===== src/rtl/mcc_pkg.sv =====
/*
  mcc_pkg: shared constants, carrier types and helpers for the metering
  calculation control word block.
  assumes: one 20 MHz core clock; 16-bit signed conversion samples.
*/
package mcc_pkg;

  localparam int CTRL_W = 16;
  localparam int SMP_W = 16;
  localparam int NRG_W = 32;

  // control word field positions
  localparam int BIT_I2_ENABLE = 0;
  localparam int BIT_I1_SENSOR = 1;
  localparam int BIT_LEVEL_BASIS = 2;
  localparam int BIT_NEG_LO = 3;
  localparam int BIT_NEG_HI = 4;
  localparam int BIT_DCREM_V = 5;
  localparam int BIT_DCREM_IA = 6;
  localparam int BIT_DCREM_IB = 7;
  localparam int BIT_SPIKE_EN = 8;
  localparam int BIT_CMRR_EN = 9;

  localparam logic [CTRL_W-1:0] CTRL_RESET = 16'h0000;
  // bits that exist on every variant, and on the enhanced one only
  localparam logic [CTRL_W-1:0] CTRL_MASK_BASE = 16'h00FF;
  localparam logic [CTRL_W-1:0] CTRL_MASK_ENH = 16'h03FF;

  localparam int CH_V = 0;
  localparam int CH_IA = 1;
  localparam int CH_IB = 2;
  localparam int N_CH = 3;

  // scaling of the common-mode compensation product
  localparam int CMRR_SHIFT = 15;

  localparam logic signed [SMP_W-1:0] SMP_MAX = 16'sh7FFF;
  localparam logic signed [SMP_W-1:0] SMP_MIN = -16'sh8000;
  localparam logic [NRG_W-1:0] NRG_ZERO = 32'h0000_0000;

  typedef enum logic [1:0] {
    MCC_NEG_DROP,
    MCC_NEG_ABS,
    MCC_NEG_SIGNED,
    MCC_NEG_RSVD
  } mcc_neg_mode_e;

  typedef struct packed {
    logic signed [SMP_W-1:0] ib;
    logic signed [SMP_W-1:0] ia;
    logic signed [SMP_W-1:0] v;
  } mcc_chan_s;

  function automatic logic signed [SMP_W-1:0] mcc_sat(input logic signed [SMP_W+1:0] x);
    if (x > SMP_MAX) begin
      return SMP_MAX;
    end else if (x < SMP_MIN) begin
      return SMP_MIN;
    end
    return x[SMP_W-1:0];
  endfunction : mcc_sat

endpackage : mcc_pkg


===== src/rtl/mcc_spike_filter.sv =====
/*
  mcc_spike_filter: voltage spike filter with one cycle of latency.
  assumes: samples arrive as one-cycle valid pulses in the core clock domain.
*/
`timescale 1ns/1ns
module mcc_spike_filter (
  input wire logic i_core_clk,
  input wire logic i_reset_n,
  input wire logic i_valid,
  input wire logic i_enable,
  input wire logic signed [mcc_pkg::SMP_W-1:0] i_limit,
  input wire logic signed [mcc_pkg::SMP_W-1:0] i_sample,
  output logic o_valid,
  output logic signed [mcc_pkg::SMP_W-1:0] o_sample
);
  import mcc_pkg::*;

  logic signed [SMP_W-1:0] prev1_reg;
  logic signed [SMP_W-1:0] prev2_reg;
  logic signed [SMP_W+1:0] diff;
  logic [SMP_W+1:0] diff_abs;
  logic signed [SMP_W+1:0] extrap;
  logic signed [SMP_W-1:0] filt_next;

  always_comb begin
    diff = 18'(i_sample) - 18'(prev1_reg);
    diff_abs = diff[SMP_W+1] ? 18'(-diff) : 18'(diff);
    extrap = (18'(prev1_reg) <<< 1) - 18'(prev2_reg);
    filt_next = i_sample;
    // limit at or below the step replaces the sample
    if (i_enable && ($signed(diff_abs) >= 18'(i_limit))) begin
      filt_next = mcc_sat(extrap);
    end
  end

  // history keeps the substituted value so one spike cannot seed the next
  always_ff @(posedge i_core_clk) begin
    if (!i_reset_n) begin
      prev1_reg <= '0;
      prev2_reg <= '0;
      o_sample <= '0;
    end else if (i_valid) begin
      prev1_reg <= filt_next;
      prev2_reg <= prev1_reg;
      o_sample <= filt_next;
    end
  end

  always_ff @(posedge i_core_clk) begin
    if (!i_reset_n) begin
      o_valid <= 1'b0;
    end else begin
      o_valid <= i_valid;
    end
  end

endmodule : mcc_spike_filter


===== src/rtl/mcc_cm_reject.sv =====
/*
  mcc_cm_reject: common-mode rejection on the second current channel,
  one cycle of latency, output held between samples.
  assumes: reference is the offset-corrected voltage sample of the same set.
*/
`timescale 1ns/1ns
module mcc_cm_reject (
  input wire logic i_core_clk,
  input wire logic i_reset_n,
  input wire logic i_valid,
  input wire logic i_enable,
  input wire logic signed [mcc_pkg::SMP_W-1:0] i_comp,
  input wire logic signed [mcc_pkg::SMP_W-1:0] i_ref,
  input wire logic signed [mcc_pkg::SMP_W-1:0] i_sample,
  output logic signed [mcc_pkg::SMP_W-1:0] o_sample
);
  import mcc_pkg::*;

  logic signed [2*SMP_W-1:0] prod;
  logic signed [SMP_W+1:0] adj;
  logic signed [SMP_W-1:0] res_next;

  always_comb begin
    prod = 32'(i_ref) * 32'(i_comp);
    adj = 18'(i_sample) - 18'(prod >>> CMRR_SHIFT);
    res_next = i_sample;
    // zero or negative compensation leaves the channel untouched
    if (i_enable && (i_comp > 16'sh0000)) begin
      res_next = mcc_sat(adj);
    end
  end

  always_ff @(posedge i_core_clk) begin
    if (!i_reset_n) begin
      o_sample <= '0;
    end else if (i_valid) begin
      o_sample <= res_next;
    end
  end

endmodule : mcc_cm_reject


===== src/rtl/mcc_calc_control.sv =====
/*
  mcc_calc_control: calculation control word of the metering processor and
  the datapath pieces it steers (offset choice, spike filter, common-mode
  rejection, negative energy handling, level-reached flag).
  assumes: the control word is written from the mailbox side as a one-cycle
  write strobe in this clock domain; all sample, energy and parameter
  inputs come from logic on the same 20 MHz clock.
*/
// Functional notes
// - A zero second-channel enable keeps that channel out of use, a one opens it for a tamper sensor.
// - Sensor select at zero measures line current on the first channel and one is reserved for software.
// - With level basis zero the flag sets when the energy sum reaches the threshold, which is then subtracted.
// - With level basis one the flag sets after threshold measurements and the counter restarts from zero.
// - The negative energy code drops, takes absolute or sums signed negative energy and sets the flag.
// - DC removal enables for voltage, first and second current sit at bits five, six and seven.
// - On the original variant a channel with DC removal off uses its startup offset.
// - A channel with DC removal on uses the running DC removal estimate.
// - On the enhanced variant a channel with DC removal off uses an offset of zero.
// - Original variant with first-channel removal on and a coil sensor also clears DC in the integrator.
// - Bit eight enables the voltage spike filter, on the enhanced variant only.
// - Bit nine enables second-channel common-mode rejection, on the enhanced variant only.
// - The spike filter replaces a sample whose step reaches the limit with a two-point extrapolation.
// - Common-mode rejection acts only while the compensation parameter is above zero.
`timescale 1ns/1ns
module mcc_calc_control #(
  parameter bit ENHANCED = 1'b1
) (
  input wire logic i_core_clk,
  input wire logic i_reset_n,
  input wire logic i_ctrl_wr,
  input wire logic [mcc_pkg::CTRL_W-1:0] i_ctrl_wdata,
  output logic [mcc_pkg::CTRL_W-1:0] o_ctrl_rdata,
  input wire logic i_sample_valid,
  input wire mcc_pkg::mcc_chan_s i_sample,
  input wire mcc_pkg::mcc_chan_s i_init_offset,
  input wire mcc_pkg::mcc_chan_s i_dc_offset,
  input wire logic signed [mcc_pkg::SMP_W-1:0] i_spike_limit_param,
  input wire logic signed [mcc_pkg::SMP_W-1:0] i_common_mode_comp_param,
  input wire logic i_energy_valid,
  input wire logic signed [mcc_pkg::NRG_W-1:0] i_energy,
  input wire logic i_meas_done,
  input wire logic [mcc_pkg::NRG_W-1:0] i_level_threshold_param,
  input wire logic i_level_flag_clr,
  input wire logic i_neg_flag_clr,
  output logic o_corr_valid,
  output mcc_pkg::mcc_chan_s o_corr,
  output logic o_level_reached_flag,
  output logic o_negative_energy_flag,
  output logic signed [mcc_pkg::NRG_W-1:0] o_energy_sum,
  output logic signed [mcc_pkg::NRG_W-1:0] o_active_energy,
  output logic [mcc_pkg::NRG_W-1:0] o_meas_count,
  output logic o_power_factor_negative,
  output logic o_second_current_channel_enable,
  output logic o_coil_integrator_dc_removal
);
  import mcc_pkg::*;

  localparam logic [CTRL_W-1:0] CTRL_MASK = ENHANCED ? CTRL_MASK_ENH : CTRL_MASK_BASE;

  logic [CTRL_W-1:0] calc_control_0_reg;
  logic second_current_channel_enable;
  logic first_current_sensor_select;
  logic level_flag_basis;
  mcc_neg_mode_e neg_mode;
  logic [N_CH-1:0] dc_removal_en;
  logic voltage_spike_filter_enable;
  logic current_b_common_mode_enable;

  logic signed [SMP_W-1:0] raw [N_CH];
  logic signed [SMP_W-1:0] init_off [N_CH];
  logic signed [SMP_W-1:0] dc_off [N_CH];
  logic signed [SMP_W-1:0] corr_next [N_CH];
  logic signed [SMP_W-1:0] corr_reg [N_CH];
  logic corr_valid_reg;
  logic signed [SMP_W-1:0] ia_delay_reg;
  logic spike_valid;
  logic signed [SMP_W-1:0] spike_out;
  logic signed [SMP_W-1:0] cmrr_out;

  logic signed [NRG_W-1:0] add_next;
  logic signed [NRG_W-1:0] active_next;
  logic neg_set;
  logic pf_neg_next;
  logic signed [NRG_W:0] sum_wide;
  logic level_hit_energy;
  logic level_hit_count;
  logic level_set;
  logic [NRG_W-1:0] count_inc;

  // control word; reserved and absent bits never stored
  always_ff @(posedge i_core_clk) begin
    if (!i_reset_n) begin
      calc_control_0_reg <= CTRL_RESET;
    end else if (i_ctrl_wr) begin
      calc_control_0_reg <= i_ctrl_wdata & CTRL_MASK;
    end
  end

  always_comb begin
    second_current_channel_enable = calc_control_0_reg[BIT_I2_ENABLE];
    first_current_sensor_select = calc_control_0_reg[BIT_I1_SENSOR];
    level_flag_basis = calc_control_0_reg[BIT_LEVEL_BASIS];
    neg_mode = mcc_neg_mode_e'({calc_control_0_reg[BIT_NEG_HI], calc_control_0_reg[BIT_NEG_LO]});
    dc_removal_en[CH_V] = calc_control_0_reg[BIT_DCREM_V];
    dc_removal_en[CH_IA] = calc_control_0_reg[BIT_DCREM_IA];
    dc_removal_en[CH_IB] = calc_control_0_reg[BIT_DCREM_IB];
    voltage_spike_filter_enable = ENHANCED && calc_control_0_reg[BIT_SPIKE_EN];
    current_b_common_mode_enable = ENHANCED && calc_control_0_reg[BIT_CMRR_EN];
  end

  always_ff @(posedge i_core_clk) begin
    if (!i_reset_n) begin
      o_ctrl_rdata <= CTRL_RESET;
    end else begin
      o_ctrl_rdata <= i_ctrl_wr ? (i_ctrl_wdata & CTRL_MASK) : calc_control_0_reg;
    end
  end

  always_ff @(posedge i_core_clk) begin
    if (!i_reset_n) begin
      o_second_current_channel_enable <= 1'b0;
      o_coil_integrator_dc_removal <= 1'b0;
    end else begin
      o_second_current_channel_enable <= second_current_channel_enable;
      // reserved select value is taken as the coil sensor
      o_coil_integrator_dc_removal <= !ENHANCED && dc_removal_en[CH_IA]
        && first_current_sensor_select;
    end
  end

  always_comb begin
    raw[CH_V] = i_sample.v;
    raw[CH_IA] = i_sample.ia;
    raw[CH_IB] = i_sample.ib;
    init_off[CH_V] = i_init_offset.v;
    init_off[CH_IA] = i_init_offset.ia;
    init_off[CH_IB] = i_init_offset.ib;
    dc_off[CH_V] = i_dc_offset.v;
    dc_off[CH_IA] = i_dc_offset.ia;
    dc_off[CH_IB] = i_dc_offset.ib;
  end

  // per-channel offset choice
  for (genvar ch = 0; ch < N_CH; ch++) begin : g_offset
    logic signed [SMP_W-1:0] off_sel;
    always_comb begin
      off_sel = '0;
      if (dc_removal_en[ch]) begin
        off_sel = dc_off[ch];
      end else if (!ENHANCED) begin
        off_sel = init_off[ch];
      end else begin
        off_sel = '0;
      end
      corr_next[ch] = mcc_sat(18'(raw[ch]) - 18'(off_sel));
    end

    always_ff @(posedge i_core_clk) begin
      if (!i_reset_n) begin
        corr_reg[ch] <= '0;
      end else if (i_sample_valid) begin
        corr_reg[ch] <= corr_next[ch];
      end
    end
  end

  always_ff @(posedge i_core_clk) begin
    if (!i_reset_n) begin
      corr_valid_reg <= 1'b0;
    end else begin
      corr_valid_reg <= i_sample_valid;
    end
  end

  // second stage: filter, rejection, matching delay for the first current
  mcc_spike_filter u_spike (
    .i_core_clk(i_core_clk),
    .i_reset_n(i_reset_n),
    .i_valid(corr_valid_reg),
    .i_enable(voltage_spike_filter_enable),
    .i_limit(i_spike_limit_param),
    .i_sample(corr_reg[CH_V]),
    .o_valid(spike_valid),
    .o_sample(spike_out)
  );

  mcc_cm_reject u_cmrr (
    .i_core_clk(i_core_clk),
    .i_reset_n(i_reset_n),
    .i_valid(corr_valid_reg),
    .i_enable(current_b_common_mode_enable),
    .i_comp(i_common_mode_comp_param),
    .i_ref(corr_reg[CH_V]),
    .i_sample(second_current_channel_enable ? corr_reg[CH_IB] : '0),
    .o_sample(cmrr_out)
  );

  always_ff @(posedge i_core_clk) begin
    if (!i_reset_n) begin
      ia_delay_reg <= '0;
    end else if (corr_valid_reg) begin
      ia_delay_reg <= corr_reg[CH_IA];
    end
  end

  assign o_corr_valid = spike_valid;
  assign o_corr = '{ib: cmrr_out, ia: ia_delay_reg, v: spike_out};

  // negative energy handling
  always_comb begin
    add_next = i_energy;
    active_next = i_energy;
    neg_set = 1'b0;
    pf_neg_next = 1'b0;
    if (i_energy < 32'sh0000_0000) begin
      case (neg_mode)
        MCC_NEG_DROP: begin
          add_next = '0;
          active_next = '0;
          neg_set = 1'b1;
        end
        MCC_NEG_ABS: begin
          add_next = -i_energy;
          active_next = -i_energy;
          neg_set = 1'b1;
        end
        MCC_NEG_SIGNED: begin
          pf_neg_next = 1'b1;
          neg_set = 1'b1;
        end
        default: begin
          // reserved code: behaves as drop but raises nothing
          add_next = '0;
          active_next = '0;
        end
      endcase
    end
  end

  // level detection on energy or on measurement count
  always_comb begin
    sum_wide = 33'(o_energy_sum) + 33'(add_next);
    level_hit_energy = i_energy_valid && !level_flag_basis
      && (sum_wide >= $signed({1'b0, i_level_threshold_param}));
    count_inc = o_meas_count + 32'h0000_0001;
    level_hit_count = i_meas_done && level_flag_basis
      && (count_inc >= i_level_threshold_param);
    level_set = level_hit_energy || level_hit_count;
  end

  always_ff @(posedge i_core_clk) begin
    if (!i_reset_n) begin
      o_energy_sum <= '0;
    end else if (i_energy_valid && !level_flag_basis) begin
      if (level_hit_energy) begin
        o_energy_sum <= NRG_W'(sum_wide - $signed({1'b0, i_level_threshold_param}));
      end else begin
        o_energy_sum <= NRG_W'(sum_wide);
      end
    end
  end

  always_ff @(posedge i_core_clk) begin
    if (!i_reset_n) begin
      o_meas_count <= NRG_ZERO;
    end else if (i_meas_done && level_flag_basis) begin
      o_meas_count <= level_hit_count ? NRG_ZERO : count_inc;
    end
  end

  always_ff @(posedge i_core_clk) begin
    if (!i_reset_n) begin
      o_active_energy <= '0;
      o_power_factor_negative <= 1'b0;
    end else if (i_energy_valid) begin
      o_active_energy <= active_next;
      o_power_factor_negative <= pf_neg_next;
    end
  end

  // a set in the clearing cycle wins so no event is lost
  always_ff @(posedge i_core_clk) begin
    if (!i_reset_n) begin
      o_level_reached_flag <= 1'b0;
    end else if (level_set) begin
      o_level_reached_flag <= 1'b1;
    end else if (i_level_flag_clr) begin
      o_level_reached_flag <= 1'b0;
    end
  end

  always_ff @(posedge i_core_clk) begin
    if (!i_reset_n) begin
      o_negative_energy_flag <= 1'b0;
    end else if (i_energy_valid && neg_set) begin
      o_negative_energy_flag <= 1'b1;
    end else if (i_neg_flag_clr) begin
      o_negative_energy_flag <= 1'b0;
    end
  end

endmodule : mcc_calc_control


===== config.mk =====
export PLATFORM = sky130hd
export DESIGN_NAME = mcc_calc_control
export DESIGN_NICKNAME = d
export VERILOG_FILES = /design/src/rtl/mcc_pkg.sv /design/src/rtl/mcc_spike_filter.sv /design/src/rtl/mcc_cm_reject.sv /design/src/rtl/mcc_calc_control.sv
export SDC_FILE = /design/constraint.sdc
export NUM_CORES = 2
export LEC_CHECK = 0
export BUFFER_PORTS_ARGS = -buffer_cell sky130_fd_sc_hd__buf_2
export CAP_MARGIN = 20
export CELL_PAD_IN_SITES_DETAIL_PLACEMENT = 2
export CELL_PAD_IN_SITES_GLOBAL_PLACEMENT = 2
export CORE_MARGIN = 2
export CORE_UTILIZATION = 25
export CTS_CLUSTER_SIZE = 16
export DETAILED_ROUTE_END_ITERATION = 16
export GPL_TIMING_DRIVEN = 0
export PLACE_DENSITY = 0.67
export REMOVE_ABC_BUFFERS = 1
export SYNTH_ARGS = -nofsm -noshare
export SYNTH_HDL_FRONTEND = slang
export SYNTH_SLANG_ARGS = --single-unit

===== constraint.sdc =====
create_clock -name i_core_clk -period 13.5 [get_ports i_core_clk]
set_input_delay 2.7 -clock i_core_clk [delete_from_list [all_inputs] [get_ports i_core_clk]]
set_output_delay 2.7 -clock i_core_clk [all_outputs]
set_load 0.03 [all_outputs]

==> flow_summary_export.csv <==
group,metric,value,unit
timing,timing.hold.ws,449.2,ps
clock_tree,cts-resized-gates,0,
layout,largest_register_ffs,48,
setup_path,cp_common_cell,"fa_1",
layout,areaGrowthSynthToFinish,16.66,%
place,gp_congestion,0.8417,
clock_tree,h-tree-depth,2,
clock_tree,root_buffer,"clkbuf_16",
timing,finalSetupViolCount,0,
floorplanning,rows,125,
clock_tree,cts_hold_buf,0,
timing,slew_viol_final,0,
place,portBuffers,368,
clock_tree,cts.path.max_buffers,3,
global_routing,grt_pass1_wl,175900,um
timing,rsz0062_at_grt,"false",
synthesis,synth-adder-area-share,0.3097,
clock_tree,clock-sinks,224,
setup_path,path_buf_inv,4,
synthesis,ys_seq_area_frac,0.1692,
place,placed_area,0.03299,mm^2
worst_hold_path,min_path_type,"flip-flop to flip-flop",
floorplanning,die_h,346.6,um
setup_path,crit_path_end_kind,"flip-flop",
synthesis,syn_inst,3559,
timing,tns,0,ps
timing,tightest_slew,1127,ps
synthesis,async_reset_ff_frac,0,
timing,fmax,0.08732,GHz
timing,period_share,0.8483,
place,place_hpwl,91160,um
global_routing,grtUsageTotal,0.1882,
layout,final_core_util,0.2942,
drt,drtAntennaViolNets,0,
global_routing,overflow,0,
drt,drt-total-wl,112500,um
floorplanning,fp.dieW,346.6,um
drt,drtIter0Drc,935,
global_routing,grt_pass1_vias,29250,
clock_tree,postCtsSetupBuffers,0,
drt,via_count,26150,
setup_path,worst-endpoint-required,14000,ps
drt,firstDrtPassIters,5,
drt,wl_per_cell,20.78,um
outcome,outcome,"finished, final reports clean",
clock_tree,cts_buffers,35,
synthesis,synth_compound_area_frac,0.1674,
setup_path,crit_family,"adder cells",
clock_tree,cts_tree,"yes",
floorplanning,fp.coreArea,0.1164,mm^2
global_routing,antenna_found_initial,22,
synthesis,yosys.area_share.simple,0.1751,
timing,hold_viol,0,
clock_tree,clk_pin_slew,50,ps
layout,finalNetCount,4686,
place,preCtsSetupSlack,1370,ps
setup_path,start_kind,"primary input",
synthesis,synth_enable_flop_cells,48,
synthesis,mappedNetlistArea,0.02935,mm^2
synthesis,synth-xor-area-share,0.06596,
power,vdd_drop_max,0.4378,mV
timing,setup_ws,2048,ps
setup_path,cpMaxStageDelayCell,"nor3_4",
synthesis,synth_area_per_cell,8.246,um^2
clock_tree,worstSkewPairLatency,600,ps
timing,clock_skew,34.57,ps
timing,finalCriticalPeriod,11450,ps
setup_path,crit_fanout,17,
synthesis,synth_top_family_by_area,"adder cells",
layout,layout-drive-gt1-share,0.1375,
floorplanning,start_util,0.2522,
job,maxCapViolCount,0,
layout,n_fill_cell,13520,
drt,remaining_drc_errors,0,
timing,max_slew_margin,0.2487,
layout,final_area,0.03424,mm^2
power,powerDensity,269.2,mW/mm^2
power,p_leak,16.14,nW
global_routing,grt_max_degree,51,
synthesis,synthMuxAreaShare,0.03168,
synthesis,synth_warnings,0,
synthesis,synth-seq-cells,224,
floorplanning,die_area,0.1201,mm^2
synthesis,ys_types,89,
setup_path,path_class,"primary input to flip-flop",
setup_path,critPathMaxStageDelay,690,ps
floorplanning,pin_count,430,
setup_path,crit_arrival,11950,ps
synthesis,synth-main-ff-cell,"dfxtp_1",
drt,avgViaCountPerCell,4.831,
-- power breakdown --
group | switching (W) | internal [W] | leakage (nW)
logic | 0.00447 | 0.00295 | 13.6
registers | 0.0000822 | 0.000735 | 1.96
clock network | 0.000404 | 0.000579 | 0.590
total | 0.00495 | 0.00427 | 16.1
-- cell usage after synthesis, types with 43 or more instances --
library cell | instances | share of area
ha_1 | 296 | 0.13
and2_1 | 149 | 0.032
xnor2_1 | 128 | 0.038
fa_1 | 269 | 0.18
nand3_1 | 52 | 0.0089
dfxtp_1 | 176 | 0.12
o21ai_0 | 171 | 0.029
mux2i_1 | 67 | 0.023
edfxtp_1 | 48 | 0.049
clkbuf_1 | 100 | 0.013
a21o_1 | 79 | 0.020
nand2_1 | 337 | 0.043
xor2_1 | 93 | 0.028
nor2_1 | 291 | 0.037
inv_1 | 476 | 0.061
a21oi_1 | 219 | 0.037
nor3_1 | 43 | 0.0073
-- worst register-to-register path, delay by kind of cell, from the launching register on --
family / cells / cell delay (ps)
flip-flops: 1 / 1010
buffers and inverters: 3 / 160
XOR/XNOR: 1 / 210
AND/OR/NAND/NOR: 7 / 2060
AO/OA/AOI/OAI: 13 / 2640
adder cells (fa/ha/maj): 8 / 3830
-- kinds of logic after synthesis --
kind of cell / count (synthesis)
AO/OA/AOI/OAI: 772
XOR/XNOR: 221
adder cells (fa/ha/maj): 565
buffers and inverters: 613
flip-flops: 224
multiplexers: 90
other: 1
AND/OR/NAND/NOR: 1073
-- area by class of cell --
type / instances / area, um^2 / area share
sequential: 224 / 4969 / 0.1451
inverter: 477 / 1793 / 0.05237
tap: 1524 / 1907 / 0.05570
clock buffer: 45 / 984.7 / 0.02876
clock inverter: 18 / 212.7 / 0.006213
antenna: 5 / 12.51 / 0.0003655
timing repair buffer: 390 / 2287 / 0.06681
multi-input combinational: 2729 / 22070 / 0.6447
-- final timing paths --
| path | start | end | slack, ps | cells after the start |
|---|---|---|---|---|
| hold reg to reg | u_cmrr.o_sample[8] | u_cmrr.o_sample[8] | 450 | 2 |
| setup reg to reg | corr_reg[0][9] | u_cmrr.o_sample[5] | 3530 | 32 |
| hold / removal | u_cmrr.o_sample[8] | u_cmrr.o_sample[8] | 450 | 2 |
| setup / recovery | i_common_mode_comp_param[9] | u_cmrr.o_sample[5] | 2050 | 33 |
-- cell usage in the layout, fill, tap and decap left out, types with 52 or more instances in the layout --
cell type,count
a21o_1,79
a21oi_1,219
and2_1,149
buf_2,368
dfxtp_1,175
fa_1,269
ha_1,296
inv_1,476
mux2i_1,67
nand2_1,337
nand3_1,52
nor2_1,290
o21ai_0,170
xnor2_1,128
xor2_1,93
-- per-layer routing --
layer  vias up  routed length (um)  GRT usage
li1      12470                   -          -
met1     13150               50300     0.2398
met2       377               54390     0.3248
met3       131                5190    0.03852
met4        18                2466    0.04437
met5         -                 101          0
-- stage by stage --
step                std cells  total power (W)
floorplan                3430         0.006248
global placement         5322         0.007961
detailed placement       5341         0.008241
CTS                      5404         0.009362
global route             5412          0.01032
finish                   5412         0.009218
(Power assumes the default switching activity.)
